--- config.mk ---
export PLATFORM = sky130hd
export DESIGN_NAME = vsz_serializer
export DESIGN_NICKNAME = d
export VERILOG_FILES = /design/src/vsz_pkg.sv /design/src/vsz_stream_if.sv /design/src/vsz_serializer.sv /design/src/vsz_pair_buf.sv
export SDC_FILE = /design/constraint.sdc
export NUM_CORES = 1
export LEC_CHECK = 0
export ABC_AREA = 1
export BUFFER_PORTS_ARGS = -buffer_cell sky130_fd_sc_hd__buf_2
export CORE_ASPECT_RATIO = 1.1
export CORE_MARGIN = 1.5
export CORE_UTILIZATION = 40
export CTS_CLUSTER_DIAMETER = 120
export DETAILED_ROUTE_END_ITERATION = 10
export PLACE_DENSITY_LB_ADDON = 0.05
export RECOVER_POWER = 100
export SETUP_SLACK_MARGIN = 0.05
export SYNTH_ARGS = -nofsm -noshare
export SYNTH_HDL_FRONTEND = slang
export SYNTH_SLANG_ARGS = --single-unit
--- constraint.sdc ---
create_clock -name clock_i -period 2.2 [get_ports clock_i]
set_input_delay 0.11 -clock clock_i [delete_from_list [all_inputs] [get_ports clock_i]]
set_output_delay 0.11 -clock clock_i [all_outputs]
set_load 0.02 [all_outputs]
--- src/vsz_pkg.sv ---
// constants and types shared by the video serializer files
package vsz_pkg;
  // ==================================================
  // pixel blocks
  localparam int unsigned BLK_BITS      = 10;  // pixels per plane per refresh fetch
  localparam int unsigned XLAT_W        = 11;  // translated x address width
  localparam int unsigned SEL_W         = 4;   // pixel-in-block select width
  localparam int unsigned COL_W         = 6;   // block column address width
  localparam int unsigned PAGE_BIT      = 10;  // translated x bit naming the plane
  // ==================================================
  // timing
  localparam int unsigned CLK_PERIOD_NS = 20;  // system clock period
  localparam int unsigned DOT_PERIOD_NS = 40;  // normal dot period
  localparam int unsigned DOT_DIV       = (DOT_PERIOD_NS + CLK_PERIOD_NS - 1) / CLK_PERIOD_NS;
  // ==================================================
  // register map
  localparam int unsigned ADDR_W        = 4;
  localparam logic [3:0]  REG_CTRL_OFS  = 4'h0;
  localparam logic [3:0]  REG_STAT_OFS  = 4'h4;
  localparam int unsigned CTRL_OFF0_BIT = 4;   // plane0_video_off
  localparam int unsigned CTRL_OFF1_BIT = 5;   // plane1_video_off
  localparam int unsigned CTRL_FMT_LSB  = 6;   // format_sel_low, format_sel_high above it
  localparam logic [7:0]  CTRL_RST      = 8'h00;
  localparam logic [1:0]  RESP_OKAY     = 2'h0;
  localparam logic [1:0]  RESP_SLVERR   = 2'h2;
  // ==================================================
  // display formats, in {format_sel_high, format_sel_low} order
  typedef enum logic [1:0] {
    FMT_DBL_WIDTH,
    FMT_INTERLACE,
    FMT_ORED,
    FMT_GREY
  } vsz_fmt_t;
endpackage

--- src/vsz_stream_if.sv ---
// valid/ready word stream between the serializer and its buffer
`timescale 1ns/10ps
`default_nettype none
interface vsz_stream_if #(
  parameter int unsigned W = 20
);
  logic         valid;  // word offered
  logic         ready;  // word accepted
  logic [W-1:0] data;   // word payload
  modport src (output valid, output data, input ready);
  modport snk (input valid, input data, output ready);
endinterface
`default_nettype wire

--- src/vsz_serializer.sv ---
// dual plane video serializer with axi4-lite control
// How it works
// - each refresh fetch loads ten bits per plane
// - blocks shift serially into format steering
// - grey scale: planes in parallel on outputs
// - ored mode: plane bits ored onto both
// - double width: doubled rate, plane0 then plane1
// - interlace: refresh address reused for two lines
// - interlace: even lines plane0, odd plane1
// - each output blanked by its own off bit
// - low four x bits select pixel in block
// - translation yields plane select signal
// - two control bits choose display format
// - off bits: zero enables, reset clears
//
// The AXI4-Lite register port and the register offsets were decided locally.
`timescale 1ns/10ps
`default_nettype none
module vsz_serializer #(
  parameter int unsigned BLK     = vsz_pkg::BLK_BITS,
  parameter int unsigned DOT_DIV = vsz_pkg::DOT_DIV
) (
  // clock and reset
  input  wire logic                        clock_i,
  input  wire logic                        resetn_i,
  // axi4-lite write address and data
  input  wire logic                        s_axi_awvalid_i,
  output logic                             s_axi_awready_o,
  input  wire logic [vsz_pkg::ADDR_W-1:0]  s_axi_awaddr_i,
  input  wire logic                        s_axi_wvalid_i,
  output logic                             s_axi_wready_o,
  input  wire logic [31:0]                 s_axi_wdata_i,
  input  wire logic [3:0]                  s_axi_wstrb_i,
  // axi4-lite write response
  output logic                             s_axi_bvalid_o,
  input  wire logic                        s_axi_bready_i,
  output logic [1:0]                       s_axi_bresp_o,
  // axi4-lite read
  input  wire logic                        s_axi_arvalid_i,
  output logic                             s_axi_arready_o,
  input  wire logic [vsz_pkg::ADDR_W-1:0]  s_axi_araddr_i,
  output logic                             s_axi_rvalid_o,
  input  wire logic                        s_axi_rready_i,
  output logic [31:0]                      s_axi_rdata_o,
  output logic [1:0]                       s_axi_rresp_o,
  // refresh fetch: plane1 in upper half, plane0 in lower half
  input  wire logic                        blk_valid_i,
  output logic                             blk_ready_o,
  input  wire logic [2*BLK-1:0]            blk_data_i,
  // scan line parity from line timing
  input  wire logic                        scan_odd_i,
  output logic                             refresh_addr_hold_o,
  // x address translation
  input  wire logic [vsz_pkg::XLAT_W-1:0]  xlat_x_i,
  input  wire logic                        xlat_y_odd_i,
  output logic [vsz_pkg::SEL_W-1:0]        pixel_in_block_select_o,
  output logic [vsz_pkg::COL_W-1:0]        pixel_block_column_addr_o,
  output logic                             plane_select_o,
  // ttl video
  output logic                             video0_o,
  output logic                             video1_o
);
  localparam int unsigned DW = (DOT_DIV > 1) ? $clog2(DOT_DIV) : 1;
  localparam logic [4:0]  LEN_ONE = 5'(BLK);
  localparam logic [4:0]  LEN_TWO = 5'(2 * BLK);

  // ==================================================
  // state
  logic [7:0]             ctrl_ff;        // control register
  logic [DW-1:0]          div_ff;         // dot divider
  logic [BLK-1:0]         sh0_ff;         // plane0 shifter
  logic [BLK-1:0]         sh1_ff;         // plane1 shifter
  logic [4:0]             left_ff;        // bits still to emit
  logic                   aw_ff;          // write address held
  logic                   w_ff;           // write data held
  logic [vsz_pkg::ADDR_W-1:0] awaddr_ff;
  logic [31:0]            wdata_ff;
  logic [3:0]             wstrb_ff;
  // combinational
  vsz_pkg::vsz_fmt_t      fmt;            // decoded format
  logic                   fmt_dbl;        // double width active
  logic                   off0;           // output 0 blanked
  logic                   off1;           // output 1 blanked
  logic                   pix_en;         // one pixel step
  logic                   have_blk;       // shifter holds bits
  logic                   active;         // a pixel is available
  logic [BLK-1:0]         src0;
  logic [BLK-1:0]         src1;
  logic [4:0]             src_left;
  logic                   in_p1;          // double width, second half
  logic                   raw0;
  logic                   raw1;
  logic [BLK-1:0]         nxt_sh0;
  logic [BLK-1:0]         nxt_sh1;
  logic [4:0]             nxt_left;
  logic                   nxt_v0;
  logic                   nxt_v1;
  logic                   wr_go;          // both write halves held

  vsz_stream_if #(.W(2 * BLK)) in_s ();
  vsz_stream_if #(.W(2 * BLK)) blk_s ();

  // ==================================================
  // fetch buffer: a late shifter backs up into the fetch port
  assign in_s.valid  = blk_valid_i;
  assign in_s.data   = blk_data_i;
  assign blk_ready_o = in_s.ready;

  vsz_pair_buf #(.W(2 * BLK)) u_buf (
    .clock_i  (clock_i),
    .resetn_i (resetn_i),
    .in_s     (in_s),
    .out_s    (blk_s)
  );

  // ==================================================
  // format decode
  assign fmt     = vsz_pkg::vsz_fmt_t'(ctrl_ff[vsz_pkg::CTRL_FMT_LSB +: 2]);
  assign fmt_dbl = (fmt == vsz_pkg::FMT_DBL_WIDTH);
  assign off0    = ctrl_ff[vsz_pkg::CTRL_OFF0_BIT];
  assign off1    = ctrl_ff[vsz_pkg::CTRL_OFF1_BIT];

  // dot rate: every cycle in double width, else one in DOT_DIV
  assign pix_en = fmt_dbl || (div_ff == DW'(DOT_DIV - 1));

  always_ff @(posedge clock_i or negedge resetn_i) begin
    if (!resetn_i) begin
      div_ff <= '0;
    end else if (pix_en) begin
      div_ff <= '0;
    end else begin
      div_ff <= div_ff + DW'(1);
    end
  end

  // ==================================================
  // shifter datapath; a new block is taken only once the last is spent
  assign have_blk    = (left_ff != 5'h0);
  assign blk_s.ready = pix_en && !have_blk;

  always_comb begin
    active   = have_blk || blk_s.valid;
    src0     = have_blk ? sh0_ff : blk_s.data[BLK-1:0];
    src1     = have_blk ? sh1_ff : blk_s.data[2*BLK-1:BLK];
    src_left = have_blk ? left_ff : (fmt_dbl ? LEN_TWO : LEN_ONE);
    in_p1    = fmt_dbl && (src_left <= LEN_ONE);
    // double width drains plane0 first, then plane1
    nxt_sh0  = in_p1 ? src0 : (src0 >> 1);
    nxt_sh1  = (fmt_dbl && !in_p1) ? src1 : (src1 >> 1);
    nxt_left = src_left - 5'h1;
    case (fmt)
      vsz_pkg::FMT_DBL_WIDTH: begin
        raw0 = in_p1 ? src1[0] : src0[0];
        raw1 = 1'b0;
      end
      vsz_pkg::FMT_INTERLACE: begin
        raw0 = scan_odd_i ? src1[0] : src0[0];
        raw1 = 1'b0;
      end
      vsz_pkg::FMT_ORED: begin
        raw0 = src0[0] | src1[0];
        raw1 = src0[0] | src1[0];
      end
      default: begin
        raw0 = src0[0];
        raw1 = src1[0];
      end
    endcase
    nxt_v0 = active && raw0 && !off0;
    nxt_v1 = active && raw1 && !off1;
  end

  // shift registers and bit count
  always_ff @(posedge clock_i or negedge resetn_i) begin
    if (!resetn_i) begin
      sh0_ff  <= '0;
      sh1_ff  <= '0;
      left_ff <= 5'h0;
    end else if (pix_en && active) begin
      sh0_ff  <= nxt_sh0;
      sh1_ff  <= nxt_sh1;
      left_ff <= nxt_left;
    end
  end

  // video pins; an off bit blanks at once, not at the next pixel
  always_ff @(posedge clock_i or negedge resetn_i) begin
    if (!resetn_i) begin
      video0_o <= 1'b0;
      video1_o <= 1'b0;
    end else if (pix_en) begin
      video0_o <= nxt_v0;
      video1_o <= nxt_v1;
    end else begin
      video0_o <= video0_o && !off0;
      video1_o <= video1_o && !off1;
    end
  end

  // ==================================================
  // refresh line reuse and address translation outputs
  always_ff @(posedge clock_i or negedge resetn_i) begin
    if (!resetn_i) begin
      refresh_addr_hold_o       <= 1'b0;
      pixel_in_block_select_o   <= '0;
      pixel_block_column_addr_o <= '0;
      plane_select_o            <= 1'b0;
    end else begin
      // even line's address is held so the odd line fetches it again
      refresh_addr_hold_o       <= (fmt == vsz_pkg::FMT_INTERLACE) && !scan_odd_i;
      pixel_in_block_select_o   <= xlat_x_i[vsz_pkg::SEL_W-1:0];
      pixel_block_column_addr_o <= xlat_x_i[vsz_pkg::SEL_W +: vsz_pkg::COL_W];
      if (fmt_dbl) begin
        plane_select_o <= xlat_x_i[vsz_pkg::PAGE_BIT];
      end else if (fmt == vsz_pkg::FMT_INTERLACE) begin
        plane_select_o <= xlat_y_odd_i;
      end else begin
        plane_select_o <= 1'b0;
      end
    end
  end

  // ==================================================
  // axi4-lite write: address and data caught in either order
  assign s_axi_awready_o = !aw_ff && !s_axi_bvalid_o;
  assign s_axi_wready_o  = !w_ff && !s_axi_bvalid_o;
  assign wr_go           = aw_ff && w_ff && !s_axi_bvalid_o;

  always_ff @(posedge clock_i or negedge resetn_i) begin
    if (!resetn_i) begin
      aw_ff     <= 1'b0;
      w_ff      <= 1'b0;
      awaddr_ff <= '0;
      wdata_ff  <= 32'h0;
      wstrb_ff  <= 4'h0;
    end else begin
      if (s_axi_awvalid_i && s_axi_awready_o) begin
        aw_ff     <= 1'b1;
        awaddr_ff <= s_axi_awaddr_i;
      end else if (wr_go) begin
        aw_ff <= 1'b0;
      end
      if (s_axi_wvalid_i && s_axi_wready_o) begin
        w_ff     <= 1'b1;
        wdata_ff <= s_axi_wdata_i;
        wstrb_ff <= s_axi_wstrb_i;
      end else if (wr_go) begin
        w_ff <= 1'b0;
      end
    end
  end

  // control register and write response
  always_ff @(posedge clock_i or negedge resetn_i) begin
    if (!resetn_i) begin
      ctrl_ff        <= vsz_pkg::CTRL_RST;
      s_axi_bvalid_o <= 1'b0;
      s_axi_bresp_o  <= vsz_pkg::RESP_OKAY;
    end else if (wr_go) begin
      s_axi_bvalid_o <= 1'b1;
      if (awaddr_ff[vsz_pkg::ADDR_W-1:2] == vsz_pkg::REG_CTRL_OFS[vsz_pkg::ADDR_W-1:2]) begin
        if (wstrb_ff[0]) begin
          ctrl_ff <= {wdata_ff[7:4], 4'h0};
        end
        s_axi_bresp_o <= vsz_pkg::RESP_OKAY;
      end else if (awaddr_ff[vsz_pkg::ADDR_W-1:2] == vsz_pkg::REG_STAT_OFS[vsz_pkg::ADDR_W-1:2]) begin
        s_axi_bresp_o <= vsz_pkg::RESP_OKAY;  // read-only, write ignored
      end else begin
        s_axi_bresp_o <= vsz_pkg::RESP_SLVERR;
      end
    end else if (s_axi_bready_i) begin
      s_axi_bvalid_o <= 1'b0;
    end
  end

  // axi4-lite read: one cycle from address to data
  assign s_axi_arready_o = !s_axi_rvalid_o;

  always_ff @(posedge clock_i or negedge resetn_i) begin
    if (!resetn_i) begin
      s_axi_rvalid_o <= 1'b0;
      s_axi_rdata_o  <= 32'h0;
      s_axi_rresp_o  <= vsz_pkg::RESP_OKAY;
    end else if (s_axi_arvalid_i && s_axi_arready_o) begin
      s_axi_rvalid_o <= 1'b1;
      if (s_axi_araddr_i[vsz_pkg::ADDR_W-1:2] == vsz_pkg::REG_CTRL_OFS[vsz_pkg::ADDR_W-1:2]) begin
        s_axi_rdata_o <= {24'h0, ctrl_ff};
        s_axi_rresp_o <= vsz_pkg::RESP_OKAY;
      end else if (s_axi_araddr_i[vsz_pkg::ADDR_W-1:2] == vsz_pkg::REG_STAT_OFS[vsz_pkg::ADDR_W-1:2]) begin
        s_axi_rdata_o <= {25'h0, left_ff, have_blk, blk_s.valid};
        s_axi_rresp_o <= vsz_pkg::RESP_OKAY;
      end else begin
        s_axi_rdata_o <= 32'h0;
        s_axi_rresp_o <= vsz_pkg::RESP_SLVERR;
      end
    end else if (s_axi_rready_i) begin
      s_axi_rvalid_o <= 1'b0;
    end
  end
endmodule
`default_nettype wire

--- src/vsz_pair_buf.sv ---
// two-entry buffer holding fetched pixel blocks
`timescale 1ns/10ps
`default_nettype none
module vsz_pair_buf #(
  parameter int unsigned W = 20
) (
  // clock and reset
  input  wire logic   clock_i,
  input  wire logic   resetn_i,
  // streams
  vsz_stream_if.snk   in_s,
  vsz_stream_if.src   out_s
);
  logic [W-1:0] mem_ff [2];  // storage entries
  logic         wr_ff;       // write pointer
  logic         rd_ff;       // read pointer
  logic [1:0]   cnt_ff;      // occupancy
  logic         push;
  logic         pop;

  // ==================================================
  // handshakes: full and empty are exact, so a stalled reader fills it
  assign in_s.ready  = (cnt_ff != 2'h2);
  assign out_s.valid = (cnt_ff != 2'h0);
  assign out_s.data  = mem_ff[rd_ff];
  assign push        = in_s.valid && in_s.ready;
  assign pop         = out_s.valid && out_s.ready;

  // storage write, no reset needed on data
  always_ff @(posedge clock_i) begin
    if (push) begin
      mem_ff[wr_ff] <= in_s.data;
    end
  end

  // pointers and count
  always_ff @(posedge clock_i or negedge resetn_i) begin
    if (!resetn_i) begin
      wr_ff  <= 1'b0;
      rd_ff  <= 1'b0;
      cnt_ff <= 2'h0;
    end else begin
      if (push) begin
        wr_ff <= ~wr_ff;
      end
      if (pop) begin
        rd_ff <= ~rd_ff;
      end
      if (push && !pop) begin
        cnt_ff <= cnt_ff + 2'h1;
      end else if (pop && !push) begin
        cnt_ff <= cnt_ff - 2'h1;
      end
    end
  end
endmodule
`default_nettype wire

After elaboration in Yosys (flattened, before gate mapping)
Memories as Yosys holds them, arrays and structs flattened.
Cells that the tools add are included.
{"block": "totals", "reg_bits": 101, "mem_bits_rw": 40, "input_bits": 85, "out_inout_bits": 56, "wordCells": 117, "n_memories": 1}
{"block": "op_classes", "addsub": 4, "n_lt_le_gt_ge": 1, "eq_ne": 5, "muxes": 32, "bitwise_logic": 3, "n_reduce_logical": 47}
{"memory": "u_buf.mem_ff", "depth": 2, "width": 20, "read_ports": 1, "rd_ports_with_merged_regs": 0, "write_ports": 1, "line_no": "vsz_pair_buf.sv:14", "source": "logic [W-1:0] mem_ff [2];"}
{"cell": "$mux 10", "count": 4}
{"cell": "$logic_and 1x1->1", "count": 22}
{"cell": "$mux 1", "count": 16}
{"cell": "$mux 2", "count": 6}
{"cell": "$reduce_bool 2->1", "count": 6}
{"cell": "$logic_not 1->1", "count": 11}
{"cell": "$mux 5", "count": 2}
{"cell": "$mux 8", "count": 1}
{"cell": "$mux 7", "count": 1}
{"cell": "$eq 2x1->1 const B", "count": 3}
{"cell": "$logic_not 2->1", "count": 3}
{"cell": "$le 5x4->1 const B", "count": 1}
{"cell": "$reduce_bool 5->1", "count": 1}
{"cell": "$sub 5x1->5 const B", "count": 1}
{"cell": "$pmux 1 s3", "count": 1}
{"cell": "$reduce_and 3->1", "count": 1}
{"cell": "$add 2x1->2 const B", "count": 1}
{"cell": "$eq 2x2->1 const B", "count": 1}
{"cell": "$logic_or 1x1->1", "count": 2}
{"cell": "$ne 2x2->1 const B", "count": 1}
{"cell": "$not 1->1", "count": 2}
{"cell": "$pmux 1 s2", "count": 1}
{"cell": "$reduce_or 2->1", "count": 1}
{"cell": "$sub 2x1->2 const B", "count": 1}
{"cell": "other kinds (2)", "count": 2}

Logic depth before layout (Yosys ltp)
Gate-level depths: netlist (run 1).
{"block": "depth", "depth_word": 10, "depth_mapped": 17}

By module
From an unflattened synthesis (run 1), not the netlist that was laid out.
{"block": "hier_totals", "hier_cells": 513, "area_unflattened_um2": 4887.2}
{"module": "vsz_serializer", "instances": 1, "cells_per_inst": 380, "area_each_um2": 3174.3, "seq_area_each_um2": 1626.6}
{"module": "vsz_pair_buf", "instances": 1, "cells_per_inst": 133, "area_each_um2": 1712.9, "seq_area_each_um2": 1301.2}

Worst setup path after synthesis (run 1)
Ideal clock, no wire load.
{"block": "synth_path", "kind": "register -> register", "from": "register u_buf.cnt_ff[0]", "to": "memory u_buf.mem_ff[1][0] (enable)", "arrival_ns": 1.614, "slack_ns": 0.187, "path_stages_with_launch": 5, "n_path_buf": 0, "period_less_slack_ns": 2.013, "path_cell_list": "dfrtp_1 > inv_1 > nand2_1 > nand2_1 > nor2_1"}
{"block": "synth_via", "elab_chain_len": 4}
{"item": "from (decl)", "line_no": "vsz_pair_buf.sv:17", "source": "logic [1:0] cnt_ff;"}
{"item": "from (signal assigned)", "line_no": "vsz_pair_buf.sv:50", "source": "cnt_ff <= cnt_ff + 2'h1;"}
{"item": "from (signal assigned)", "line_no": "vsz_pair_buf.sv:52", "source": "cnt_ff <= cnt_ff - 2'h1;"}
{"item": "$ne 2x2->1", "line_no": "vsz_pair_buf.sv:23", "source": "assign in_s.ready = (cnt_ff != 2'h2);"}
{"item": "via blk_ready_o", "line_no": "vsz_serializer.sv:48", "source": "output logic blk_ready_o,"}
{"item": "$logic_and 1x1->1", "line_no": "vsz_pair_buf.sv:26", "source": "assign push = in_s.valid && in_s.ready;"}
{"item": "$mux 1", "line_no": "vsz_pair_buf.sv:31", "source": "if (push) begin"}
{"item": "$mux 1 (not written as such)", "line_no": "vsz_pair_buf.sv:32", "source": "mem_ff[wr_ff] <= in_s.data;"}
{"item": "to (decl)", "line_no": "vsz_pair_buf.sv:14"}
The timed path passes the listed nets, and every way through them passes these cells.

Final worst setup path (run 1)
{"block": "layout_path", "from": "register left_ff[1]", "to": "register video0_o"}
{"block": "layout_via", "elab_chain_len": 9}
{"item": "from (decl)", "line_no": "vsz_serializer.sv:73", "source": "logic [4:0] left_ff;"}
{"item": "from (signal assigned)", "line_no": "vsz_serializer.sv:182", "source": "left_ff <= nxt_left;"}
{"item": "$reduce_bool 5->1", "line_no": "vsz_serializer.sv:138", "source": "assign have_blk = (left_ff != 5'h0);"}
{"item": "$mux 5", "line_no": "vsz_serializer.sv:145", "source": "src_left = have_blk ? left_ff : (fmt_dbl ? LEN_TWO : LEN_ONE);"}
{"item": "$le 5x4->1", "line_no": "vsz_serializer.sv:146", "source": "in_p1 = fmt_dbl && (src_left <= LEN_ONE);"}
{"item": "$logic_and 1x1->1", "line_no": "vsz_serializer.sv:146"}
{"item": "$mux 1", "line_no": "vsz_serializer.sv:153", "source": "raw0 = in_p1 ? src1[0] : src0[0];"}
{"item": "$pmux 1 s3", "line_no": "vsz_serializer.sv:151", "source": "case (fmt)"}
{"item": "$logic_and 1x1->1 * (2 in series)", "line_no": "vsz_serializer.sv:169", "source": "nxt_v0 = active && raw0 && !off0;"}
{"item": "$mux 1 *", "line_no": "vsz_serializer.sv:191", "source": "end else if (pix_en) begin"}
{"item": "to (signal assigned)", "line_no": "vsz_serializer.sv:192", "source": "video0_o <= nxt_v0;"}
{"item": "to (signal assigned)", "line_no": "vsz_serializer.sv:195", "source": "video0_o <= video0_o && !off0;"}
{"item": "to (decl)", "line_no": "vsz_serializer.sv:60", "source": "output logic video0_o,"}
Every way passes the cells marked *; elsewhere a longest branch is shown, timed or not.
A chain may end at the register's enable or synchronous reset.

==> impl_metrics.env, run 1 <==
export IMPL_outcome="finished, final reports clean"
export IMPL_place_gp_congestion=0.7953
export IMPL_grt_pass1_vias=3421
export IMPL_drv_slew=0
export IMPL_synth_compound_area_share_pct=11.83
export IMPL_firstDrtPassIters=4
export IMPL_worstHoldPathType="in2reg"
export IMPL_critPathLaunchType="flop"
export IMPL_worst_pin_slew_ns=0.9707
export IMPL_final_cell_mix="nor2_1 (79), dfrtp_1 (67), nand2_1 (52)"
export IMPL_avgRoutedWirePerCell_um=13.08
export IMPL_synthXorXnorAreaFrac_pct=1.106
export IMPL_clk_latency_ns=0.34
export IMPL_cts_made_buffers=9
export IMPL_synthMuxAreaShare_pct=1.422
export IMPL_place_area_mm2=0.005304
export IMPL_synth_seq_cells=109
export IMPL_arrival_ns=2.27
export IMPL_grt_util_all_layers_pct=16.32
export IMPL_rows=41
export IMPL_postRouteAntennaNets=0
export IMPL_reg2reg_to="video0_o$_DFF_PN0_"
export IMPL_finalSetupTns_ns=0
export IMPL_avgSynthCellArea_um2=10.19
export IMPL_synth_fa_ha_area_share_pct=0.7901
export IMPL_fp_dieArea_mm2=0.01254
export IMPL_hold_viol_final=0
export IMPL_worstPathRequired_ns=2.43
export IMPL_period_minus_slack_ns=2.045
export IMPL_vdd_drop_max_mv=0.5449
export IMPL_endpoint_kind="flop"
export IMPL_synthesis_area_mm2=0.004751
export IMPL_wl_um=9852
export IMPL_relSlewSlack_pct=35.29
export IMPL_overflow=0
export IMPL_syn2layout_area_growth_pct=27.23
export IMPL_power_density_mw_per_mm2=1383
export IMPL_min_to="wdata_ff[5]$_DFFE_PN0P_"
export IMPL_min_delay_start="s_axi_wdata_i[5]"
export IMPL_fin_crit_sh_pct=92.97
export IMPL_hpwl_um=6319
export IMPL_initial_core_util_pct=41.16
export IMPL_grt_max_degree=70
export IMPL_cts_tree="done"
export IMPL_viasPerCell=4.602
export IMPL_drt_iter0_markers=164
export IMPL_crit_path_max_fanout=6
export IMPL_worstRegToRegCells=17
export IMPL_drive_above_1_share_pct=16.42
export IMPL_route_detailed_drc=0
export IMPL_antenna_found_initial=0
export IMPL_clkSinkCount=109
export IMPL_die_y_um=117.3
export IMPL_antennaDiodeCount=0
export IMPL_nets=686
export IMPL_ctsHtreeMaxLevel=3
export IMPL_setup_viol=0
export IMPL_final_area_mm2=0.006045
export IMPL_rsz0062_at_grt="no"
export IMPL_core_mm2=0.01154
export IMPL_ioPinCount=141
export IMPL_portBuffers=79
export IMPL_synthDominantCellAreaShare_pct=36.34
export IMPL_p_leak_uw=0.002669
export IMPL_clockRootBuffer="clkbuf_16"
export IMPL_clock_skew_ns=0.004076
export IMPL_worstSetupPathType="reg2reg"
export IMPL_synth_top_family_by_area="simple AND/OR/NAND/NOR gates"
export IMPL_ys_types=36
export IMPL_hold_path_depth=2
export IMPL_die_w_um=106.9
export IMPL_vias=3465
export IMPL_synthSimpleGateAreaFrac_pct=14.22
export IMPL_synth_top_cells_by_area="dfrtp_1 (36%), edfxtp_1 (25%), nor2_1 (6.3%)"
export IMPL_worst_r2r_setup_slack_ns=0.15
export IMPL_fillers=1119
export IMPL_layout_commonest_cell="nor2_1"
export IMPL_seq_area_frac_synth_pct=61.63
export IMPL_fmax_ghz=0.4889
export IMPL_grt_pass1_wl_um=16190
export IMPL_maxCapViolCount=0
export IMPL_syn_inst=466
export IMPL_clockBufferDepth=2
export IMPL_reg2reg_from="left_ff[1]$_DFFE_PN0P_"
export IMPL_yosys_warnings=0
export IMPL_clkTransAtPathRegs_ns=0.07
export IMPL_synth_largest_area_cell="dfrtp_1"
==> registers in the layout, summed over array words and instances, names as in the netlist, 2 cells and up <==
| signal | flops |
|---|---|
| pixel_block_column_addr_o | 6 |
| awaddr_ff | 2 |
| sh1_ff | 10 |
| s_axi_rdata_o | 8 |
| u_buf.mem_ff | 40 |
| left_ff | 5 |
| ctrl_ff | 4 |
| pixel_in_block_select_o | 4 |
| u_buf.cnt_ff | 2 |
| wdata_ff | 4 |
| sh0_ff | 10 |
==> timing repair <==
| action | in CTS | in global routing |
|---|---|---|
| hold buffers | 40 | 0 |
| hold endpoints to repair | 127 | 0 |
| endpoints found under the setup margin | 0 | 20 |
| resized for setup | 0 | 11 |
| setup buffers | 0 | 1 |
==> layout make-up <==
| type | instances | area, um2 | area share, % |
|---|---|---|---|
| well taps | 150 | 187.7 | 3.105 |
| clock buffers | 9 | 225.2 | 3.726 |
| inverters | 38 | 145.1 | 2.401 |
| repair buffers | 136 | 890.9 | 14.74 |
| multi-input cells | 304 | 1520 | 25.15 |
| flip-flops and latches | 109 | 2930 | 48.48 |
| clock inverters | 7 | 145.1 | 2.401 |
==> Yosys cell counts <==
cell	n
inv_2	4
buf_4	29
mux2_2	6
nand2_1	53
o221ai_1	2
nand2_2	4
nand3_1	11
a31oi_1	2
xor2_1	3
xnor2_1	3
o21ai_0	50
o31ai_1	1
nor2_1	80
clkbuf_1	2
buf_6	1
nor2_4	2
edfxtp_1	40
inv_1	34
conb_1	1
o21ai_1	18
a21oi_1	17
nand4_1	1
nor2_2	2
clkbuf_2	1
nor2_8	1
dfrtp_1	69
o211ai_1	2
o22ai_1	1
nor3_1	3
o22a_1	7
a21boi_0	1
nand3b_1	1
buf_2	8
a21oi_2	1
or2_2	2
ha_1	3
==> logic make-up (layout without fill, tap and decap cells) <==
family          count (synthesis)  in the layout
compound gates                102            102
xor+xnor                        6              6
fa+ha+maj                       3              3
buf+inv                        79            190
flops                         109            109
mux                             6              6
other cells                     1             26
simple gates                  160            161
==> routing by layer <==
metal / routed length (um) / up-vias / part of all wire, % / GRT usage, %
li1: - / 1764 / - / -
met1: 4505 / 1620 / 46 / 20.13
met2: 4871 / 73 / 49 / 28.73
met3: 381 / 8 / 3.9 / 3.224
met4: 93 / 0 / 0.94 / 4.667
met5: 0 / - / 0 / 0
==> where the power goes <==
group	leakage, uW	total, uW	switching, uW	internal (uW)
clock network	0.000176	1950	716	1230
logic	0.00129	3260	2030	1230
registers	0.00120	3150	339	2820
total	0.00267	8360	3090	5280
==> worst max-delay path: stages, from the launching register on <==
cell	delay, ns
dfrtp_1	0.43
nor2_4	0.16
nand2_2	0.10
nor2_8	0.11
nand2_2	0.07
inv_1	0.07
nor2_2	0.04
inv_1	0.06
ha_1	0.14
nand3_1	0.11
nand3_2	0.10
nand2_2	0.10
nand2_4	0.14
nand2_1	0.07
nand2_1	0.06
nand2_1	0.05
nand2_1	0.06
a21oi_1	0.06
==> worst max path at each step <==
stage | slack, ns | cells past startpoint | from | end
final | 0.15 | 17 | left_ff[1]$_DFFE_PN0P_ | video0_o$_DFF_PN0_
after global routing | 0.01 | 17 | left_ff[1]$_DFFE_PN0P_ | video0_o$_DFF_PN0_
after CTS | 0.07 | 15 | left_ff[2]$_DFFE_PN0P_ | sh1_ff[1]$_DFFE_PN0P_
after detailed placement | 0.09 | 15 | left_ff[2]$_DFFE_PN0P_ | sh1_ff[1]$_DFFE_PN0P_
after global placement | 0.14 | 15 | left_ff[2]$_DFFE_PN0P_ | sh1_ff[2]$_DFFE_PN0P_
after floorplan | 0.19 | 4 | u_buf.cnt_ff[0]$_DFFE_PN0P_ | u_buf.mem_ff[1][0]$_DFFE_PP_
==> per-stage QoR <==
stage          hold WS (ns)  util [%]  worst slack, ns  total power, uW  cells
6_report            0.01856     52.37           0.1547             8362    753
3_3_place_gp         0.1680     45.95           0.1356             6302    695
3_5_place_dp         0.1696     45.95          0.09026             6383    695
2_1_floorplan       -0.1856         -           0.1874             5459    491
4_1_cts            0.003134     52.63          0.06950             8433    751
5_1_grt            0.005078     52.37         0.009878             9024    753
(Power assumes the default switching activity.)
==> run 2: changes to the inputs <==
--- a/config.mk
+++ b/config.mk
@@ -14,6 +14,7 @@
 export DETAILED_ROUTE_END_ITERATION = 10
 export PLACE_DENSITY_LB_ADDON = 0.05
 export RECOVER_POWER = 100
+export REMOVE_ABC_BUFFERS = 1
 export SETUP_SLACK_MARGIN = 0.05
 export SYNTH_ARGS = -nofsm -noshare
 export SYNTH_HDL_FRONTEND = slang
==> run 2 against run 1 <==
Sequential power barely moved; first-iteration DRC count is 31% higher; combinational power is 8.3% higher; cell count rose by 0.66%.
==> impl_metrics.env, run 2 (synthesis gave the netlist of run 1 again) <==
export IMPL_syn2layout_area_growth_pct=29.34
export IMPL_grt_pass1_wl_um=15880
export IMPL_initial_core_util_pct=41.16
export IMPL_fin_cells=758
export IMPL_fin_crit_sh_pct=91.93
export IMPL_cts_made_buffers=9
export IMPL_ioPinCount=141
export IMPL_worstHoldPathType="in2reg"
export IMPL_top_regs="u_buf.mem_ff (40), sh0_ff (10), sh1_ff (10)"
export IMPL_final_cell_mix="nor2_1 (80), dfrtp_1 (65), nand2_1 (50), o21ai_0 (50), clkbuf_1 (43)"
export IMPL_hold_viol_final=0
export IMPL_overflow=0
export IMPL_drt_iter0_markers=215
export IMPL_die_w_um=106.9
export IMPL_vdd_drop_max_mv=0.5321
export IMPL_reg2reg_to="video0_o$_DFF_PN0_"
export IMPL_vias=3540
export IMPL_grt_util_all_layers_pct=16.00
export IMPL_grt_max_degree=44
export IMPL_firstDrtPassIters=4
export IMPL_clockBufferDepth=2
export IMPL_clockRootBuffer="clkbuf_16"
export IMPL_path_common_cell="nand2_4"
export IMPL_power_density_mw_per_mm2=1377
export IMPL_reg2reg_from="left_ff[1]$_DFFE_PN0P_"
export IMPL_grt_pass1_vias=3352
export IMPL_die_y_um=117.3
export IMPL_antennaDiodeCount=0
export IMPL_avgRoutedWirePerCell_um=13.03
export IMPL_critPathSlowestCell="dfrtp_2"
export IMPL_crit_path_max_fanout=5
export IMPL_place_gp_congestion=0.8064
export IMPL_cpPeakStageDelay_ns=0.43
export IMPL_fillers=1115
export IMPL_min_to="awaddr_ff[2]$_DFFE_PN0P_"
export IMPL_wl_um=9879
export IMPL_largest_register_ffs=40
export IMPL_drv_slew=0
export IMPL_critPathLaunchType="flop"
export IMPL_hpwl_um=6240
export IMPL_core_mm2=0.01154
export IMPL_rows=41
export IMPL_fmax_ghz=0.4945
export IMPL_worst_r2r_setup_slack_ns=0.18
export IMPL_cts_tree="done"
export IMPL_worstPathRequired_ns=2.47
export IMPL_worstRegToRegCells=17
export IMPL_drive_above_1_share_pct=18.26
export IMPL_path_cells="nor2_4 -> nand2_4 -> nor2_8 -> nand2_4 -> inv_2 -> nor2_4 -> inv_2 -> ha_4 -> nand3_2 -> nand3_4 -> nand3_4 -> buf_12 -> nand2_4 -> nand2_2 -> nand2_1 -> nand2_1 -> a21oi_2"
export IMPL_period_minus_slack_ns=2.022
export IMPL_clk_latency_ns=0.34
export IMPL_maxCapViolCount=0
export IMPL_clock_skew_ns=0.007491
export IMPL_nets=691
export IMPL_outcome="finished, final reports clean"
export IMPL_clkTransAtPathRegs_ns=0.07
export IMPL_dp_cells=694
export IMPL_viasPerCell=4.670
export IMPL_route_detailed_drc=0
export IMPL_hold_path_depth=2
export IMPL_worst_pin_slew_ns=1.264
export IMPL_whs_ns=0.01674
export IMPL_postRouteAntennaNets=0
export IMPL_ctsHtreeMaxLevel=3
export IMPL_fp_dieArea_mm2=0.01254
export IMPL_clkSinkCount=109
export IMPL_min_delay_start="s_axi_awaddr_i[2]"
export IMPL_antenna_found_initial=0
export IMPL_rsz0062_at_grt="no"
export IMPL_layout_commonest_cell="nor2_1"
export IMPL_worstSetupPathType="reg2reg"
export IMPL_relSlewSlack_pct=15.72
export IMPL_top_register="u_buf.mem_ff"
export IMPL_portBuffers=79
export IMPL_endpoint_kind="flop"
export IMPL_p_leak_uw=0.002709
export IMPL_arrival_ns=2.29
export IMPL_setup_viol=0
run 2: cell count changes in the layout (fill, tap and decap cells not counted), moves of 3 or more:
cell      delta
clkbuf_8     +3
nand2_4      +3
buf_4        +3
clkbuf_1     +3
run 2: critical path, delay by kind of cell, from the launching register on:
kind            cells  cell delay, ns
fa+ha+maj           1            0.12
compound gates      1            0.13
simple gates       12            0.99
buf+inv             3            0.28
flops               1            0.43
run 2: metrics by stage:
stage          setup slack, ns  power (uW)  utilization, %  setup TNS, ns  cell area (um2)
6_report                0.1776        8462           53.24              0             6145
5_1_grt                0.03244        9127           53.24              0             6145
4_1_cts                0.06670        8189           52.09              0             6012
3_5_place_dp           0.08716        6326           45.89              0             5296
3_3_place_gp           0.09438        6244           45.89              0             5296
2_1_floorplan          -0.1126        5293               -        -0.6968             4563
run 2: report_power, final:
group / switching, uW / leakage (uW) / internal, uW / total, uW
Clock: 683 / 0.000166 / 1090 / 1770
Sequential: 342 / 0.00120 / 2820 / 3160
Combinational: 2120 / 0.00135 / 1410 / 3530
Total: 3150 / 0.00271 / 5320 / 8460
run 2: repair_timing:
| item | 4_1_cts | 5_1_grt |
|---|---|---|
| setup endpoints to repair | 0 | 20 |
| hold buffers | 38 | 0 |
| hold endpoints to repair | 125 | 0 |
| gates resized for setup | 0 | 26 |
| buffers inserted | 0 | 8 |
run 2: per-layer routing:
layer	wire length, um	share of wire, %	vias up	global-route usage (%)
li1	-	-	1779	-
met1	4414	45	1669	20.44
met2	4945	50	80	27.04
met3	379	3.8	12	3.224
met4	139	1.4	0	5.250
met5	0	0	-	0
run 2: final cells by class:
cell class                 instances  area, um2  area share, %
clock buffer                      12      266.5          4.337
tap                              150      187.7          3.054
multi-input combinational        303       1577          25.66
clock inverter                     4      68.82          1.120
sequential                       109       2933          47.73
timing repair buffer             142      967.2          15.74
inverter                          38      145.1          2.362
run 2: worst max-delay path by stage:
stage,start,endpoint,slack [ns],cells after the start
after floorplan,left_ff[2]$_DFFE_PN0P_,left_ff[4]$_DFFE_PN0P_,-0.11,8
after global routing,left_ff[1]$_DFFE_PN0P_,video0_o$_DFF_PN0_,0.03,17
final,left_ff[1]$_DFFE_PN0P_,video0_o$_DFF_PN0_,0.18,17
after detailed placement,left_ff[0]$_DFFE_PN0P_,sh1_ff[7]$_DFFE_PN0P_,0.09,15
after CTS,left_ff[0]$_DFFE_PN0P_,sh1_ff[7]$_DFFE_PN0P_,0.07,15
after global placement,left_ff[0]$_DFFE_PN0P_,sh1_ff[2]$_DFFE_PN0P_,0.09,15
==> run 3: changes to the inputs <==
--- a/config.mk
+++ b/config.mk
@@ -8,9 +8,10 @@
 export ABC_AREA = 1
 export BUFFER_PORTS_ARGS = -buffer_cell sky130_fd_sc_hd__buf_2
 export CORE_ASPECT_RATIO = 1.1
-export CORE_MARGIN = 1.5
+export CORE_MARGIN = 2
 export CORE_UTILIZATION = 40
 export CTS_CLUSTER_DIAMETER = 120
+export CTS_CLUSTER_SIZE = 12
 export DETAILED_ROUTE_END_ITERATION = 10
 export PLACE_DENSITY_LB_ADDON = 0.05
 export RECOVER_POWER = 100
==> constraint.sdc (replaced) <==
create_clock -name clock_i -period 1.65 [get_ports clock_i]
set_input_delay 0.0825 -clock clock_i [delete_from_list [all_inputs] [get_ports clock_i]]
set_output_delay 0.0825 -clock clock_i [all_outputs]
set_load 0.02 [all_outputs]
==> run 3 against run 2 <==
The run now ends with negative setup slack left; first-iteration DRC count down 29%; non-clock buffer count grew 42; die area increased by 1.8%; via count increased by 3.8%; final area up 6.7%; critical path type unchanged.
==> impl_metrics.env, run 3 (synthesis gave the netlist of run 1 again) <==
export IMPL_maxCapViolCount=0
export IMPL_postRouteAntennaNets=0
export IMPL_rows=41
export IMPL_fin_cells=800
export IMPL_grt_max_degree=27
export IMPL_hpwl_um=6922
export IMPL_hold_path_depth=3
export IMPL_worstSetupPathType="reg2reg"
export IMPL_route_detailed_drc=0
export IMPL_whs_ns=0.006856
export IMPL_cp_endpoint="sh0_ff[1]$_DFFE_PN0P_"
export IMPL_worst_pin_slew_ns=1.221
export IMPL_firstDrtPassIters=4
export IMPL_drt_iter0_markers=153
export IMPL_crit_start="left_ff[0]$_DFFE_PN0P_"
export IMPL_layout_commonest_cell="nor2_1"
export IMPL_hold_viol_final=0
export IMPL_core_mm2=0.01154
export IMPL_portBuffers=79
export IMPL_worst_r2r_setup_slack_ns=-0.25
export IMPL_fp_dieArea_mm2=0.01277
export IMPL_vias=3676
export IMPL_viasPerCell=4.595
export IMPL_syn2layout_area_growth_pct=38.03
export IMPL_setup_viol=26
export IMPL_arrival_ns=2.12
export IMPL_final_cell_mix="nor2_1 (77), dfrtp_1 (68), nand2_1 (49)"
export IMPL_drv_slew=0
export IMPL_die_y_um=118.3
export IMPL_rsz0062_at_grt="yes"
export IMPL_fillers=1067
export IMPL_top_register="u_buf.mem_ff"
export IMPL_avgRoutedWirePerCell_um=13.05
export IMPL_ctsHtreeMaxLevel=3
export IMPL_outcome="finished, violations left"
export IMPL_reg2reg_to="sh0_ff[1]$_DFFE_PN0P_"
export IMPL_antennaDiodeCount=0
export IMPL_p_leak_uw=0.002902
export IMPL_period_minus_slack_ns=1.898
export IMPL_grt_pass1_wl_um=16720
export IMPL_dp_slack_ns=-0.2773
export IMPL_antenna_found_initial=0
export IMPL_worstRegToRegCells=14
export IMPL_p_total_uw=12070
export IMPL_critPathLaunchType="flop"
export IMPL_reg2reg_from="left_ff[0]$_DFFE_PN0P_"
export IMPL_die_w_um=107.9
export IMPL_largest_register_ffs=40
export IMPL_clkSinkCount=109
export IMPL_clockRootBuffer="clkbuf_16"
export IMPL_worstPathRequired_ns=1.88
export IMPL_clock_skew_ns=0.002802
export IMPL_fmax_ghz=0.5268
export IMPL_fin_crit_sh_pct=115.0
export IMPL_drive_above_1_share_pct=25.23
export IMPL_initial_core_util_pct=41.16
export IMPL_vdd_drop_max_mv=0.7492
export IMPL_nets=733
export IMPL_crit_path_max_fanout=5
export IMPL_setup_slack_ns=-0.2482
export IMPL_endpoint_kind="flop"
export IMPL_grt_pass1_vias=3581
export IMPL_relSlewSlack_pct=18.62
export IMPL_cts_made_buffers=9
export IMPL_place_area_mm2=0.005554
export IMPL_overflow=0
export IMPL_cts_tree="done"
export IMPL_clockBufferDepth=2
export IMPL_grt_util_all_layers_pct=16.49
export IMPL_final_area_mm2=0.006558
export IMPL_top_regs="u_buf.mem_ff (40), sh0_ff (10), sh1_ff (10)"
export IMPL_wl_um=10440
export IMPL_worstHoldPathType="in2reg"
export IMPL_clkTransAtPathRegs_ns=0.07
export IMPL_ioPinCount=141
export IMPL_dp_cells=725
export IMPL_clk_latency_ns=0.34
export IMPL_power_density_mw_per_mm2=1840
export IMPL_failed_checks="negative setup slack"
export IMPL_place_gp_congestion=0.8583
run 3: cell count changes in the layout (fill, tap and decap cells not counted), sizes merged:
cell and change:
buf +37, bufinv -2, clkbuf -4, inv +1, clkinv +4, dlygate4sd3 +6
run 3: report_power, final:
group	leakage [uW]	internal [uW]	switching, uW
clock	0.000141	1050	997
combinational	0.00156	2610	3250
sequential	0.00120	3750	420
run 3: repair_timing:
item                                    in CTS  in global routing
gates resized for setup                     33                 30
pin swaps                                    9                 10
cloned                                       0                  2
hold buffers                                44                  0
setup buffers                               10                  3
endpoints found under the setup margin      29                 33
endpoints found under the hold margin       81                  0
run 3: layout make-up:
type / count / area (um2) / area share [%]
flip-flops and latches: 109 / 2929 / 44.67
multi-input cells: 303 / 1684 / 25.68
clock inverters: 7 / 60.06 / 0.9159
clock buffers: 9 / 225.2 / 3.434
well taps: 150 / 187.7 / 2.862
inverters: 38 / 147.6 / 2.251
repair buffers: 184 / 1324 / 20.19
run 3: metrics by stage:
| step | setup TNS (ns) | utilization [%] |
|---|---|---|
| after floorplan | -27.01 | - |
| after global placement | -4.516 | 48.12 |
| after detailed placement | -5.478 | 48.12 |
| after CTS | -4.147 | 56.22 |
| after global routing | -10.85 | 56.81 |
| final | -4.467 | 56.81 |
run 3: how the worst min path moves through the flow:
| stage | start | to | slack (ns) |
|---|---|---|---|
| after floorplan | resetn_i | aw_ff$_DFFE_PN0P_ | -0.21 |
| after global placement | resetn_i | s_axi_rresp_o[1]$_DFFE_PN0P_ | 0.11 |
| after detailed placement | resetn_i | s_axi_rresp_o[1]$_DFFE_PN0P_ | 0.11 |
| after CTS | s_axi_araddr_i[3] | s_axi_rresp_o[1]$_DFFE_PN0P_ | 0.003 |
| after global routing | s_axi_araddr_i[3] | s_axi_rresp_o[1]$_DFFE_PN0P_ | 0.02 |
| final | s_axi_araddr_i[3] | s_axi_rresp_o[1]$_DFFE_PN0P_ | 0.007 |
run 3: critical path, stage by stage, from the launching register on:
cell	delay, ns
dfrtp_1	0.39
nor2_2	0.16
inv_2	0.08
nor2_8	0.11
nand2_2	0.06
inv_2	0.06
nor2_4	0.04
inv_2	0.05
ha_4	0.13
nand3_4	0.08
nand3_4	0.09
nand3_4	0.12
buf_12	0.17
o211ai_1	0.16
nand2_1	0.09
run 3: routing by layer:
metal  track usage [%]  part of all wire [%]
met1             21.14                    45
met2             27.99                    50
met3             2.978                   3.2
met4             5.449                   1.3
met5                 0                     0
